==> src/rtl/dmf_pkg.sv <==
// What this block does
// RULE1: abort bit rising, pin low, starts abort
// RULE2: abort bit ORed with abort pin
// RULE3: abort executes on second clock edge
// RULE4: counters idle until detect or manual detect
// RULE5: rotation select: none, +45, -45 degrees
// RULE6: software writes zero to rotation bit 2
// RULE7: receiver enable fall clears integral accumulator
// RULE8: software picks loop clear disable per oscillators
// RULE9: viewport picks bits n+7 to n
// RULE10: viewport overflow saturates to window limits
// RULE11: integral input scaled by two to n
// RULE12: integral enable low holds accumulator cleared
// RULE13: half carry adds half LSB per symbol
// RULE14: proportional input scaled by two to n
// RULE15: proportional enable low disables that path
// RULE16: freeze holds loop filter output constant
// RULE17: discriminator binary or quadrature product form
// RULE18: signed arithmetic; output is sum, per symbol
// RULE19: sampled abort edges give one abort each
package dmf_pkg;

    localparam int AXI_AW = 12;

    // printed offsets are register indexes; byte address is index * 4
    localparam logic [7:0] IDX_ABORT = 8'h32;
    localparam logic [7:0] IDX_ROT = 8'h33;
    localparam logic [7:0] IDX_K2 = 8'h34;
    localparam logic [7:0] IDX_K1 = 8'h35;
    localparam logic [7:0] IDX_STATUS = 8'h3B;
    localparam logic [7:0] IDX_LOOP_OUT = 8'h3C;
    localparam logic [7:0] IDX_NONE = 8'hFF;

    localparam int ROT_DIR_BIT = 0;
    localparam int ROT_ENA_BIT = 1;
    localparam int LCD_BIT = 3;
    localparam int VIEW_LSB = 4;
    localparam int GAIN_LSB = 0;
    localparam int ON_BIT = 5;
    localparam int HALF_BIT = 6;
    localparam int FREEZE_BIT = 6;

    localparam logic [3:0] VIEW_MAX = 4'h9;
    localparam logic [4:0] GAIN_MAX = 5'h15;

    localparam logic [7:0] ROT_RESET = 8'h00;
    localparam logic [6:0] K2_RESET = 7'h00;
    localparam logic [6:0] K1_RESET = 7'h00;

    localparam logic [1:0] RESP_OKAY = 2'h0;
    localparam logic [1:0] RESP_SLVERR = 2'h2;

    typedef struct packed {
        logic awready;
        logic wready;
        logic bvalid;
        logic [1:0] bresp;
        logic aw_held;
        logic w_held;
        logic [AXI_AW-1:0] aw_addr;
        logic [31:0] w_data;
        logic w_lane0;
        logic arready;
        logic rvalid;
        logic [1:0] rresp;
        logic [31:0] rdata;
        logic abort_bit;
        logic [7:0] rot_ctrl;
        logic [6:0] k2_ctrl;
        logic [6:0] k1_ctrl;
        logic abort_prev;
        logic abort_pend;
        logic abort_clear;
        logic counters_active;
        logic [7:0] abort_count;
        logic mdet_prev;
        logic rxen_prev;
        logic signed [31:0] integ;
        logic signed [31:0] lf_out;
    } dmf_core_state_type;

    typedef struct packed {
        logic signed [8:0] rot_i;
        logic signed [8:0] rot_q;
        logic signed [16:0] disc;
        logic signed [7:0] lf_in;
    } dmf_front_state_type;

endpackage

==> src/rtl/dmf_front_if.sv <==
`timescale 1ns/1ps
interface dmf_front_if;
    logic [1:0] rot_sel;
    logic [3:0] view_n;
    logic binary_mode;
    logic signed [7:0] i_in;
    logic signed [7:0] q_in;
    logic signed [16:0] dot_in;
    logic signed [16:0] cross_in;
    logic signed [8:0] rot_i;
    logic signed [8:0] rot_q;
    logic signed [7:0] lf_in;

    modport front (
        input rot_sel,
        input view_n,
        input binary_mode,
        input i_in,
        input q_in,
        input dot_in,
        input cross_in,
        output rot_i,
        output rot_q,
        output lf_in
    );

    modport core (
        output rot_sel,
        output view_n,
        output binary_mode,
        output i_in,
        output q_in,
        output dot_in,
        output cross_in,
        input rot_i,
        input rot_q,
        input lf_in
    );
endinterface

==> src/rtl/dmf_loop_filter.sv <==
`timescale 1ns/1ps
module dmf_loop_filter (
    input wire logic clk,
    input wire logic reset_n,
    input wire logic s_axi_awvalid,
    output logic s_axi_awready,
    input wire logic [11:0] s_axi_awaddr,
    input wire logic [2:0] s_axi_awprot,
    input wire logic s_axi_wvalid,
    output logic s_axi_wready,
    input wire logic [31:0] s_axi_wdata,
    input wire logic [3:0] s_axi_wstrb,
    output logic s_axi_bvalid,
    input wire logic s_axi_bready,
    output logic [1:0] s_axi_bresp,
    input wire logic s_axi_arvalid,
    output logic s_axi_arready,
    input wire logic [11:0] s_axi_araddr,
    input wire logic [2:0] s_axi_arprot,
    output logic s_axi_rvalid,
    input wire logic s_axi_rready,
    output logic [31:0] s_axi_rdata,
    output logic [1:0] s_axi_rresp,
    input wire logic abort_input_pin,
    input wire logic receiver_enable_pin,
    input wire logic manual_detect_pin,
    input wire logic acq_detect,
    input wire logic symbol_strobe,
    input wire logic binary_mode,
    input wire logic signed [7:0] sym_i,
    input wire logic signed [7:0] sym_q,
    input wire logic signed [16:0] dot_in,
    input wire logic signed [16:0] cross_in,
    output logic signed [8:0] rot_i_out,
    output logic signed [8:0] rot_q_out,
    output logic signed [31:0] loop_filter_out,
    output logic burst_counter_clear,
    output logic burst_counters_active
);

    ////////////////////////////////////////////////////////////////////////

    dmf_pkg::dmf_core_state_type s;
    dmf_pkg::dmf_core_state_type next_s;
    dmf_front_if fif();

    logic abort_comb;
    logic mdet_rise;
    logic rx_fall;
    logic k1_on;
    logic k2_on;
    logic half_carry;
    logic freeze;
    logic loop_clear_dis;
    logic [4:0] k1_n;
    logic [4:0] k2_n;
    logic signed [31:0] lf_x;
    logic signed [31:0] prop_term;
    logic signed [31:0] integ_add;

    // decodes a byte address into a register index
    function automatic logic [7:0] reg_index(input logic [11:0] addr);
        if (addr[11:10] != 2'h0 || addr[1:0] != 2'h0) begin
            reg_index = dmf_pkg::IDX_NONE;
        end else begin
            reg_index = addr[9:2];
        end
    endfunction

    // gain codes above the legal top are held at the top
    function automatic logic [4:0] clamp_gain(input logic [6:0] ctrl);
        logic [4:0] g;
        g = ctrl[dmf_pkg::GAIN_LSB +: 5];
        clamp_gain = (g > dmf_pkg::GAIN_MAX) ? dmf_pkg::GAIN_MAX : g;
    endfunction

    ////////////////////////////////////////////////////////////////////////
    // front end: rotation, discriminator, viewport

    assign fif.rot_sel = s.rot_ctrl[dmf_pkg::ROT_ENA_BIT:dmf_pkg::ROT_DIR_BIT];
    assign fif.view_n = s.rot_ctrl[dmf_pkg::VIEW_LSB +: 4];
    assign fif.binary_mode = binary_mode;
    assign fif.i_in = sym_i;
    assign fif.q_in = sym_q;
    assign fif.dot_in = dot_in;
    assign fif.cross_in = cross_in;

    dmf_front u_front (
        .clk(clk),
        .reset_n(reset_n),
        .fif(fif.front)
    );

    ////////////////////////////////////////////////////////////////////////
    // combinational helpers

    assign abort_comb = s.abort_bit | abort_input_pin; // RULE2
    assign mdet_rise = manual_detect_pin & ~s.mdet_prev;
    assign rx_fall = ~receiver_enable_pin & s.rxen_prev;

    assign k1_on = s.k1_ctrl[dmf_pkg::ON_BIT];
    assign k2_on = s.k2_ctrl[dmf_pkg::ON_BIT];
    assign half_carry = s.k2_ctrl[dmf_pkg::HALF_BIT];
    assign freeze = s.k1_ctrl[dmf_pkg::FREEZE_BIT];
    assign loop_clear_dis = s.rot_ctrl[dmf_pkg::LCD_BIT];
    assign k1_n = clamp_gain(s.k1_ctrl);
    assign k2_n = clamp_gain(s.k2_ctrl);

    assign lf_x = {{24{fif.lf_in[7]}}, fif.lf_in}; // RULE18
    assign prop_term = k1_on ? (lf_x <<< k1_n) : 32'sh0000_0000; // RULE14 RULE15
    // one fractional bit below the output LSB carries the half
    assign integ_add = ((lf_x <<< k2_n) <<< 1)
                       | {31'h0000_0000, half_carry}; // RULE11 RULE13

    ////////////////////////////////////////////////////////////////////////

    always_comb begin
        next_s = s;

        // write address and data may arrive in either order
        if (s_axi_awvalid && s.awready) begin
            next_s.aw_held = 1'b1;
            next_s.aw_addr = s_axi_awaddr;
        end
        if (s_axi_wvalid && s.wready) begin
            next_s.w_held = 1'b1;
            next_s.w_data = s_axi_wdata;
            next_s.w_lane0 = s_axi_wstrb[0];
        end
        if (s.bvalid && s_axi_bready) begin
            next_s.bvalid = 1'b0;
        end
        if (s.aw_held && s.w_held && !s.bvalid) begin
            next_s.aw_held = 1'b0;
            next_s.w_held = 1'b0;
            next_s.bvalid = 1'b1;
            next_s.bresp = dmf_pkg::RESP_OKAY;
            case (reg_index(s.aw_addr))
                dmf_pkg::IDX_ABORT: begin
                    if (s.w_lane0) begin
                        next_s.abort_bit = s.w_data[0];
                    end
                end
                dmf_pkg::IDX_ROT: begin
                    // bit 2 is stored as written; software keeps it zero
                    if (s.w_lane0) begin
                        next_s.rot_ctrl = s.w_data[7:0]; // RULE6
                    end
                end
                dmf_pkg::IDX_K2: begin
                    if (s.w_lane0) begin
                        next_s.k2_ctrl = s.w_data[6:0];
                    end
                end
                dmf_pkg::IDX_K1: begin
                    if (s.w_lane0) begin
                        next_s.k1_ctrl = s.w_data[6:0];
                    end
                end
                dmf_pkg::IDX_STATUS, dmf_pkg::IDX_LOOP_OUT: begin
                    next_s.bresp = dmf_pkg::RESP_OKAY;
                end
                default: begin
                    next_s.bresp = dmf_pkg::RESP_SLVERR;
                end
            endcase
        end
        next_s.awready = !next_s.aw_held && !next_s.bvalid;
        next_s.wready = !next_s.w_held && !next_s.bvalid;

        // read channel: answer one cycle after the address is taken
        if (s.rvalid && s_axi_rready) begin
            next_s.rvalid = 1'b0;
        end
        if (s_axi_arvalid && s.arready) begin
            next_s.rvalid = 1'b1;
            next_s.rresp = dmf_pkg::RESP_OKAY;
            case (reg_index(s_axi_araddr))
                dmf_pkg::IDX_ABORT: begin
                    next_s.rdata = {31'h0000_0000, s.abort_bit};
                end
                dmf_pkg::IDX_ROT: begin
                    next_s.rdata = {24'h00_0000, s.rot_ctrl};
                end
                dmf_pkg::IDX_K2: begin
                    next_s.rdata = {25'h000_0000, s.k2_ctrl};
                end
                dmf_pkg::IDX_K1: begin
                    next_s.rdata = {25'h000_0000, s.k1_ctrl};
                end
                dmf_pkg::IDX_STATUS: begin
                    next_s.rdata = {16'h0000, s.abort_count,
                                    6'h00, s.abort_pend,
                                    s.counters_active};
                end
                dmf_pkg::IDX_LOOP_OUT: begin
                    next_s.rdata = s.lf_out;
                end
                default: begin
                    next_s.rdata = 32'h0000_0000;
                    next_s.rresp = dmf_pkg::RESP_SLVERR;
                end
            endcase
        end
        next_s.arready = !next_s.rvalid;

        // abort: sample, detect edge, execute one edge later
        next_s.abort_prev = abort_comb; // RULE19
        next_s.abort_pend = abort_comb & ~s.abort_prev; // RULE1 RULE2 RULE19
        next_s.abort_clear = s.abort_pend; // RULE3
        next_s.mdet_prev = manual_detect_pin;
        next_s.rxen_prev = receiver_enable_pin;
        if (acq_detect || mdet_rise) begin
            next_s.counters_active = 1'b1; // RULE4
        end
        // an abort executing in the same cycle as a detect wins
        if (s.abort_pend) begin
            next_s.counters_active = 1'b0; // RULE3 RULE4
            next_s.abort_count = s.abort_count + 8'h01;
        end

        // loop filter, one step per symbol
        if (symbol_strobe && !freeze && k2_on) begin
            next_s.integ = s.integ + integ_add; // RULE11 RULE13 RULE18
        end
        if (rx_fall && !loop_clear_dis) begin
            next_s.integ = 32'sh0000_0000; // RULE7
        end
        if (!k2_on) begin
            next_s.integ = 32'sh0000_0000; // RULE12
        end
        if (symbol_strobe && !freeze) begin // RULE16
            next_s.lf_out = prop_term + (next_s.integ >>> 1); // RULE18
        end
    end

    always_ff @(posedge clk) begin
        if (!reset_n) begin
            s <= '0;
            s.rot_ctrl <= dmf_pkg::ROT_RESET;
            s.k2_ctrl <= dmf_pkg::K2_RESET;
            s.k1_ctrl <= dmf_pkg::K1_RESET;
            s.awready <= 1'b1;
            s.wready <= 1'b1;
            s.arready <= 1'b1;
        end else begin
            s <= next_s;
        end
    end

    ////////////////////////////////////////////////////////////////////////

    assign s_axi_awready = s.awready;
    assign s_axi_wready = s.wready;
    assign s_axi_bvalid = s.bvalid;
    assign s_axi_bresp = s.bresp;
    assign s_axi_arready = s.arready;
    assign s_axi_rvalid = s.rvalid;
    assign s_axi_rdata = s.rdata;
    assign s_axi_rresp = s.rresp;
    assign rot_i_out = fif.rot_i;
    assign rot_q_out = fif.rot_q;
    assign loop_filter_out = s.lf_out;
    assign burst_counter_clear = s.abort_clear;
    assign burst_counters_active = s.counters_active;

    ////////////////////////////////////////////////////////////////////////

    AST_ABORT_TWO_EDGES: assert property (@(posedge clk) // RULE3
        disable iff (!reset_n)
        $rose(abort_comb) |-> !s.abort_clear ##1 !s.abort_clear ##1 s.abort_clear)
        else $error("abort not executed on second edge");

    AST_ABORT_BIT_PIN_LOW: assert property (@(posedge clk) // RULE1
        disable iff (!reset_n)
        $rose(s.abort_bit) && !abort_input_pin && !$past(abort_input_pin)
        |-> ##2 s.abort_clear)
        else $error("abort bit edge ignored while pin low");

    AST_ABORT_PIN_BIT_LOW: assert property (@(posedge clk) // RULE2
        disable iff (!reset_n)
        $rose(abort_input_pin) && !s.abort_bit && !$past(s.abort_bit)
        |-> ##2 s.abort_clear)
        else $error("abort pin edge ignored while bit low");

    AST_ABORT_ONE_SHOT: assert property (@(posedge clk) // RULE19
        disable iff (!reset_n)
        s.abort_clear |=> !s.abort_clear)
        else $error("held abort produced more than one abort");

    AST_ABORT_CLEARS: assert property (@(posedge clk) // RULE3
        disable iff (!reset_n)
        s.abort_clear |-> !s.counters_active)
        else $error("counters still active after abort");

    AST_STAY_IDLE: assert property (@(posedge clk) // RULE4
        disable iff (!reset_n)
        !s.counters_active && !acq_detect && !mdet_rise
        |=> !s.counters_active)
        else $error("counters reactivated without a detect");

    AST_DETECT_WAKES: assert property (@(posedge clk) // RULE4
        disable iff (!reset_n)
        acq_detect && !s.abort_pend
        |=> s.counters_active)
        else $error("preamble detect did not reactivate counters");

    AST_MDET_WAKES: assert property (@(posedge clk) // RULE4
        disable iff (!reset_n)
        mdet_rise && !s.abort_pend
        |=> s.counters_active)
        else $error("manual detect did not reactivate counters");

    AST_K2_OFF_CLEAR: assert property (@(posedge clk) // RULE12
        disable iff (!reset_n)
        !k2_on |=> s.integ == 32'sh0000_0000)
        else $error("integral accumulator not held clear");

    AST_RX_FALL_CLEAR: assert property (@(posedge clk) // RULE7
        disable iff (!reset_n)
        rx_fall && !loop_clear_dis |=> s.integ == 32'sh0000_0000)
        else $error("receiver disable did not clear accumulator");

    AST_RX_FALL_KEEP: assert property (@(posedge clk) // RULE7
        disable iff (!reset_n)
        rx_fall && loop_clear_dis && k2_on && !symbol_strobe
        |=> $stable(s.integ))
        else $error("accumulator changed with clear disabled");

    AST_HALF_CARRY: assert property (@(posedge clk) // RULE13
        disable iff (!reset_n)
        symbol_strobe && k2_on && !freeze && !rx_fall
        |=> s.integ[0] == ($past(s.integ[0]) ^ $past(half_carry)))
        else $error("half LSB carry not applied");

    AST_FREEZE_HOLD: assert property (@(posedge clk) // RULE16
        disable iff (!reset_n)
        freeze |=> $stable(s.lf_out))
        else $error("loop output moved while frozen");

    AST_PROP_OFF: assert property (@(posedge clk) // RULE15
        disable iff (!reset_n)
        symbol_strobe && !freeze && !k1_on
        |=> s.lf_out == ($past(next_s.integ) >>> 1))
        else $error("proportional path contributed while disabled");

endmodule // dmf_loop_filter

==> src/rtl/dmf_front.sv <==
`timescale 1ns/1ps
module dmf_front (
    input wire logic clk,
    input wire logic reset_n,
    dmf_front_if.front fif
);

    dmf_pkg::dmf_front_state_type s;
    dmf_pkg::dmf_front_state_type next_s;
    logic signed [16:0] view_val;
    logic [3:0] view_eff;

    function automatic logic signed [16:0] sat17(input logic signed [18:0] v);
        if (v > 19'sh0_FFFF) begin
            sat17 = 17'sh0_FFFF;
        end else if (v < -19'sh1_0000) begin
            sat17 = -17'sh1_0000;
        end else begin
            sat17 = v[16:0];
        end
    endfunction

    // out-of-range view codes behave as the widest window
    assign view_eff = (fif.view_n > dmf_pkg::VIEW_MAX) ? dmf_pkg::VIEW_MAX
                                                        : fif.view_n;
    assign view_val = s.disc >>> view_eff; // RULE9

    always_comb begin
        logic signed [8:0] ie;
        logic signed [8:0] qe;
        logic signed [18:0] cx;
        logic signed [18:0] dx;
        logic signed [18:0] t1;
        logic signed [18:0] t2;
        ie = {fif.i_in[7], fif.i_in};
        qe = {fif.q_in[7], fif.q_in};
        cx = {{2{fif.cross_in[16]}}, fif.cross_in};
        dx = {{2{fif.dot_in[16]}}, fif.dot_in};
        t1 = fif.dot_in[16] ? -cx : cx;
        t2 = fif.cross_in[16] ? -dx : dx;
        next_s = s;
        case (fif.rot_sel)
            2'h2: begin // RULE5
                next_s.rot_i = ie - qe;
                next_s.rot_q = qe + ie;
            end
            2'h3: begin // RULE5
                next_s.rot_i = ie + qe;
                next_s.rot_q = qe - ie;
            end
            default: begin
                next_s.rot_i = ie;
                next_s.rot_q = qe;
            end
        endcase
        next_s.disc = sat17(fif.binary_mode ? t1 : t1 - t2); // RULE17
        if (view_val > 17'sh0_007F) begin // RULE10
            next_s.lf_in = 8'sh7F;
        end else if (view_val < -17'sh0_0080) begin // RULE10
            next_s.lf_in = -8'sh80;
        end else begin
            next_s.lf_in = view_val[7:0]; // RULE9
        end
    end

    always_ff @(posedge clk) begin
        if (!reset_n) begin
            s <= '0;
        end else begin
            s <= next_s;
        end
    end

    assign fif.rot_i = s.rot_i;
    assign fif.rot_q = s.rot_q;
    assign fif.lf_in = s.lf_in;

    AST_ROT_MINUS: assert property (@(posedge clk) disable iff (!reset_n) // RULE5
        fif.rot_sel == 2'h3 |=> s.rot_i == $past(fif.i_in) + $past(fif.q_in))
        else $error("minus rotation I output wrong");

    AST_VIEW_SAT_HI: assert property (@(posedge clk) disable iff (!reset_n) // RULE10
        view_val > 17'sh0_007F |=> s.lf_in == 8'sh7F)
        else $error("viewport did not saturate high");

    AST_DISC_BIN: assert property (@(posedge clk) disable iff (!reset_n) // RULE17
        fif.binary_mode && !fif.dot_in[16] |=> s.disc == $past(fif.cross_in))
        else $error("binary discriminator wrong");

endmodule // dmf_front

==> config.mk <==
export PLATFORM = sky130hd
export DESIGN_NAME = dmf_loop_filter
export DESIGN_NICKNAME = d
export VERILOG_FILES = /design/src/rtl/dmf_pkg.sv /design/src/rtl/dmf_front_if.sv /design/src/rtl/dmf_loop_filter.sv /design/src/rtl/dmf_front.sv
export SDC_FILE = /design/constraint.sdc
export NUM_CORES = 1
export LEC_CHECK = 0
export BUFFER_PORTS_ARGS = -buffer_cell sky130_fd_sc_hd__buf_2
export CAP_MARGIN = 30
export CORE_UTILIZATION = 40
export DETAILED_ROUTE_END_ITERATION = 7
export GPL_TIMING_DRIVEN = 1
export HOLD_SLACK_MARGIN = 0.06
export PLACE_DENSITY_LB_ADDON = 0.15
export SETUP_SLACK_MARGIN = 0.15
export SYNTH_ARGS = -nofsm -noshare
export SYNTH_HDL_FRONTEND = slang
export SYNTH_SLANG_ARGS = --single-unit
export TNS_END_PERCENT = 30
==> constraint.sdc <==
create_clock -name clk -period 7.17 [get_ports clk]
set_input_delay 1.0755 -clock clk [delete_from_list [all_inputs] [get_ports clk]]
set_output_delay 1.0755 -clock clk [all_outputs]
set_load 0.01 [all_outputs]
==> results of run 1 <==
Yosys cell counts (39+ instances only):
cell / count
a21oi_1: 227
nand2_1: 208
o21ai_0: 114
mux2i_1: 92
ha_1: 107
buf_4: 88
xor2_1: 44
and2_1: 39
nor2_1: 209
nand3_1: 48
dfxtp_1: 206
nor3_1: 49
inv_1: 57
a211oi_1: 50
xnor2_1: 60
clkbuf_1: 98
repair_timing:
item / in CTS / in global routing
endpoints found under the setup margin: 0 / 3
setup buffers: 0 / 0
resized for setup: 0 / 1
endpoints found under the hold margin: 0 / 0
metrics by stage:
step	power (mW)	setup WS, ns	area [µm²]
finish	3.36	0.564	17600
global route	3.52	0.0281	17600
CTS	3.39	0.470	17600
detailed placement	2.00	0.514	16700
global placement	1.99	0.597	16700
floorplan	1.82	1.32	16000
layer usage:
layer / share of wire / vias to the layer above / wire length (µm) / global-route usage
met5: 0 / - / 0 / 0
met4: 0.026 / 0 / 1150 / 0.0574
met3: 0.049 / 53 / 2190 / 0.0260
met2: 0.44 / 374 / 19700 / 0.337
met1: 0.48 / 6773 / 21300 / 0.293
li1: - / 7494 / - / -
flip-flops by register name (all words and copies together) (netlist names), 2 cells and up:
| name | cells |
|---|---|
| s | 78 |
| loop_filter_out | 32 |
| s_axi_rdata | 32 |
| u_front.s | 17 |
| u_front.fif.rot_i | 9 |
| u_front.fif.rot_q | 9 |
| u_front.fif.lf_in | 8 |
| fif.view_n | 4 |
| fif.rot_sel | 2 |
worst paths after layout:
| path | to |
|---|---|
| worst max-delay path | loop_filter_out[28] |
| worst min-delay path | next_s[75] |
| worst max register to register | loop_filter_out[28] |
| worst min register to register | next_s[75] |
cell type report:
| cell class | instances | area [µm²] | area share |
|---|---|---|---|
| timing repair buffer | 212 | 1150 | 0.0652 |
| clock buffer | 34 | 689 | 0.0391 |
| multi-input combinational | 1636 | 10600 | 0.600 |
| sequential | 206 | 4120 | 0.234 |
| inverter | 61 | 231 | 0.0131 |
| clock inverter | 11 | 203 | 0.0115 |
| tap | 518 | 648 | 0.0368 |
power groups by stage:
stage | Combinational, mW | Clock [mW] | Sequential, mW
floorplan | 0.559 | 0 | 1.26
global placement | 0.711 | 0 | 1.28
detailed placement | 0.718 | 0 | 1.28
CTS | 0.722 | 1.41 | 1.26
global route | 0.809 | 1.45 | 1.27
finish | 0.721 | 1.38 | 1.26
critical path: cells and delay by family (launching register included):
family	cells	cell delay (ns)
mux	3	0.73
flops	1	0.38
xor+xnor	1	0.15
fa+ha+maj	2	0.74
simple gates	6	1.13
compound gates	15	3.36
cell families (layout without fill, tap and decap cells):
family                   Yosys count  count (layout)  share of synthesized area
adder cells (fa/ha/maj)          113             113                     0.0913
buffers and inverters            259             318                     0.0824
flip-flops                       206             206                      0.258
XOR/XNOR                         104             104                     0.0570
multiplexers                     105             105                     0.0675
other                              1               2                   0.000235
AND/OR/NAND/NOR                  697             697                      0.203
AO/OA/AOI/OAI                    615             615                      0.240
==> flow_metrics.tcl, run 1 <==
set metrics [dict create \
    status "finished clean" \
    final_common_cell "a21oi_1" \
    die_y_um 202 \
    globalplace.congestion 0.909 \
    placed_cells 2632 \
    ys_types 82 \
    rr_startpoint "s[87]" \
    core-area_um2 39000 \
    rsz0062_at_grt "true" \
    vias 14694 \
    fillers 3988 \
    fin_cells 2678 \
    io_pins 222 \
    n_antenna_cell 0 \
    row_count 72 \
    drv_slew 0 \
    tightestPinTransition_ns 0.988 \
    fin_tns_setup_ns 0 \
    grt_pass1_wl_mm 70.2 \
    fin_nets 2384 \
    ir_worst_vdd_v 0.000156 \
    htree_levels 1 \
    whs_path_depth 1 \
    leakage_nw 7.71 \
    start_util 0.410 \
    finClkSkew_ns 0.0143 \
    cp_common_cell "a21oi_1" \
    synth-seq-area-share 0.258 \
    p_sw_frac 0.297 \
    netlist_instances 2100 \
    yosysTopAreaCell "dfxtp_1" \
    required_ns 7.62 \
    maxClockFrequency_mhz 151 \
    drive_above_1_share 0.135 \
    hold_buffers 0 \
    p_comb_frac 0.215 \
    min_period_ns 6.61 \
    p_per_area_nw_per_um2 190 \
    drtAntennaViolNets 0 \
    netlist.area_leader.share 0.258 \
    r2r_cells 27 \
    cts_buffers 25 \
    drv_cap 0 \
    p_sw_mw 0.998 \
    drc 0 \
    area_delta_synth_final_pct 10.2 \
    synth_edf_count 0 \
    synth.area.top_cells "dfxtp_1, ha_1, a21oi_1" \
    die_w_um 202 \
    dr.first_iter.drc_count 910 \
    drtPass1Iterations 5 \
    path_max_fanout 7 \
    die-area_um2 40800 \
    dpl.hpwl_mm 34.6 \
    final_cell_mix "a21oi_1, nor2_1, nand2_1" \
    synth_area_um2 16000 \
    antenna_found_initial 1 \
    clock_path_buffers 3 \
    slowest_delay_ns 0.38 \
    critPathArrivalTime_ns 7.06 \
    yosys_warnings 0 \
    fin_hold_ws_ns 0.399 \
    layout_worst_path_cycle_share 0.921 \
    r2r_slack_ns 0.56 \
    critPathCaptureType "flip-flop" \
    vias_per_cell 5.49 \
    holdCritStartpoint "s[77]" \
    cpMaxStageDelayCell "dfxtp_1" \
    grt_pass1_vias 13518 \
    synthFlopType "dfxtp_1" \
    max_slew_margin 0.340 \
    syn_avg_cell_area_um2 7.61 \
    grt_overflow 0 \
    crit_type "flip-flop to flip-flop" \
    wl_mm 44.4 \
    internal-power_mw 2.36 \
    numPortBuffers 186 \
    hold_class "flip-flop to flip-flop" \
    grt_max_degree 75 \
    setup_viol 0 \
    start_kind "flip-flop" \
    seqPwrFrac 0.375 \
    cts_root_buf "clkbuf_16" \
    final_util 0.452 \
    cts_sinks 206 \
    grtUsageTotal 0.209 \
    wl_per_cell_um 16.6 \
    async_reset_ff_frac 0 \
    insertion_delay_ns 0.56 \
    ys_ff_latch 206 \
    cts.clk_slew.worst_paths_ns 0.06 \
    startpoint "s[87]" \
    cts_tree "done" \
    final-hold-violation-count 0 \
    p_clk_frac 0.410 \
]
No activity file was read; power rests on OpenSTA's default activity.
==> run 2, diff against run 1 <==
--- a/config.mk
+++ b/config.mk
@@ -5,6 +5,7 @@
 export SDC_FILE = /design/constraint.sdc
 export NUM_CORES = 1
 export LEC_CHECK = 0
+export ABC_AREA = 1
 export BUFFER_PORTS_ARGS = -buffer_cell sky130_fd_sc_hd__buf_2
 export CAP_MARGIN = 30
 export CORE_UTILIZATION = 40
==> flow_metrics.tcl, run 2 <==
set metrics [dict create \
    total_power_mw 3.21 \
    row_count 75 \
    core-area_um2 42100 \
    hold_class "flip-flop to flip-flop" \
    die-area_um2 43800 \
    final_common_cell "nand2_1" \
    tightestPinTransition_ns 1.02 \
    leakage_nw 9.44 \
    die_y_um 209 \
    cts.clk_slew.worst_paths_ns 0.06 \
    grtUsageTotal 0.238 \
    grt_pass1_vias 16863 \
    fin_nets 3073 \
    hold_buffers 0 \
    clock_path_buffers 3 \
    vias_per_cell 5.20 \
    numPortBuffers 186 \
    drc 0 \
    p_per_area_nw_per_um2 172 \
    synth.area.top_cells "dfxtp_1, nand2_1, inv_1" \
    multi_input_area_um2 10500 \
    placed_cells 3344 \
    grt_pass1_wl_mm 85.8 \
    fillers 4584 \
    dpl.hpwl_mm 41.3 \
    io_pins 222 \
    drv_slew 0 \
    wl_mm 52.2 \
    yosysTopAreaCell "dfxtp_1" \
    wl_per_cell_um 15.4 \
    critPathArrivalTime_ns 6.34 \
    start_kind "flip-flop" \
    ys_ff_latch 206 \
    worst_slack_ns 1.27 \
    cts_resized 0 \
    maxClockFrequency_mhz 170 \
    synth_common_cells "nand2_1, inv_1, nor2_1" \
    path_max_fanout 16 \
    synth-seq-area-share 0.240 \
    min_period_ns 5.90 \
    synth_edf_count 0 \
    synthFlopType "dfxtp_1" \
    netlist.area_leader.share 0.240 \
    post_cts_buffers 0 \
    synth.most_common_cell "nand2_1" \
    layout_worst_path_cycle_share 0.822 \
    antenna_found_initial 4 \
    cts_tree "done" \
    netlist_instances 2775 \
    cts_sinks 206 \
    die_w_um 209 \
    rsz0062_at_grt "false" \
    n_antenna_cell 0 \
    insertion_delay_ns 0.54 \
    cts_buffers 24 \
    place_ws_ns 1.33 \
    regMostFlops "s" \
    final-hold-violation-count 0 \
    ys_types 55 \
    drive_above_1_share 0.0955 \
    cpMaxStageDelayCell "dfxtp_1" \
    area_delta_synth_final_pct 8.69 \
    crit_type "flip-flop to flip-flop" \
    status "finished clean" \
    htree_levels 1 \
    drtPass1Iterations 6 \
    required_ns 7.61 \
    slowest_delay_ns 0.50 \
    cp_common_cell "nand2_1" \
    final_cell_mix "nand2_1, inv_1, nor2_1" \
    start_util 0.408 \
    setup_viol 0 \
    max_slew_margin 0.317 \
    critPathCaptureType "flip-flop" \
    ir_worst_vdd_v 0.000183 \
    syn_avg_cell_area_um2 6.20 \
    dr.first_iter.drc_count 1260 \
    finClkSkew_ns 0.0127 \
    synth_area_um2 17200 \
    fin_tns_setup_ns 0 \
    async_reset_ff_frac 0 \
    seqCellArea_um2 4120 \
    largest_reg_flops 78 \
    yosys_warnings 0 \
    cts_root_buf "clkbuf_16" \
    vias 17604 \
    drv_cap 0 \
    grt_overflow 0 \
    globalplace.congestion 0.939 \
    fin_cells 3387 \
    grt_max_degree 69 \
    drtAntennaViolNets 0 \
]
-- run 2: cell types whose count changed in the layout (fill, tap and decap cells not counted), moves of 41 or more --
cell / change
nand2_1: +336
nor2_1: +123
inv_1: +348
xnor2_1: -41
mux2i_1: -87
nand3_1: +70
a211oi_1: -42
o21ai_0: +136
-- run 2: layout make-up --
class	count	area share
inverter	414	0.0832
clock inverter	11	0.00549
tap	539	0.0361
sequential	206	0.221
clock buffer	32	0.0359
multi-input combinational	1991	0.564
timing repair buffer	194	0.0542
-- run 2: final timing paths --
| check | depth (start not counted) | slack [ns] | to | start |
|---|---|---|---|---|
| min | 1 | 0.39 | next_s[75] | s[77] |
| max reg2reg | 35 | 1.27 | loop_filter_out[31] | s[89] |
| min reg2reg | 1 | 0.39 | next_s[75] | s[77] |
| max | 35 | 1.27 | loop_filter_out[31] | s[89] |
-- run 2: critical path: cells and delay by family, from the launching register on --
kind	cells	cell delay (ns)
fa+ha+maj	2	0.69
buf+inv	5	0.26
simple gates	19	2.14
compound gates	9	2.18
flops	1	0.50
-- run 2: cells by family after synthesis --
family,share of synthesized area
buf+inv,0.147
xor+xnor,0.0362
fa+ha+maj,0.0849
flops,0.240
mux,0.00291
simple gates,0.267
other cells,0.000218
compound gates,0.222
-- run 2: metal layers --
| layer | global-route usage | vias to the layer above | wire length (µm) |
|---|---|---|---|
| met1 | 0.313 | 8020 | 24400 |
| li1 | - | 9117 | - |
| met5 | 0 | - | 42 |
| met2 | 0.413 | 370 | 24600 |
| met3 | 0.0259 | 89 | 1950 |
| met4 | 0.0591 | 8 | 1250 |
-- run 2: where the power goes --
group,switching (mW),total [mW],leakage [nW],internal [mW]
clock network,0.516,1.21,0.387,0.697
registers,0.0348,1.24,1.69,1.21
logic,0.494,0.757,7.37,0.263
total,1.04,3.21,9.44,2.17
-- run 2: per-stage QoR --
step | hold slack [ns] | cell area (µm²) | utilization
floorplan | 0.376 | 17200 | -
global placement | 0.387 | 17900 | 0.424
detailed placement | 0.391 | 17900 | 0.425
CTS | 0.399 | 18700 | 0.443
global route | 0.432 | 18700 | 0.443
finish | 0.393 | 18700 | 0.443
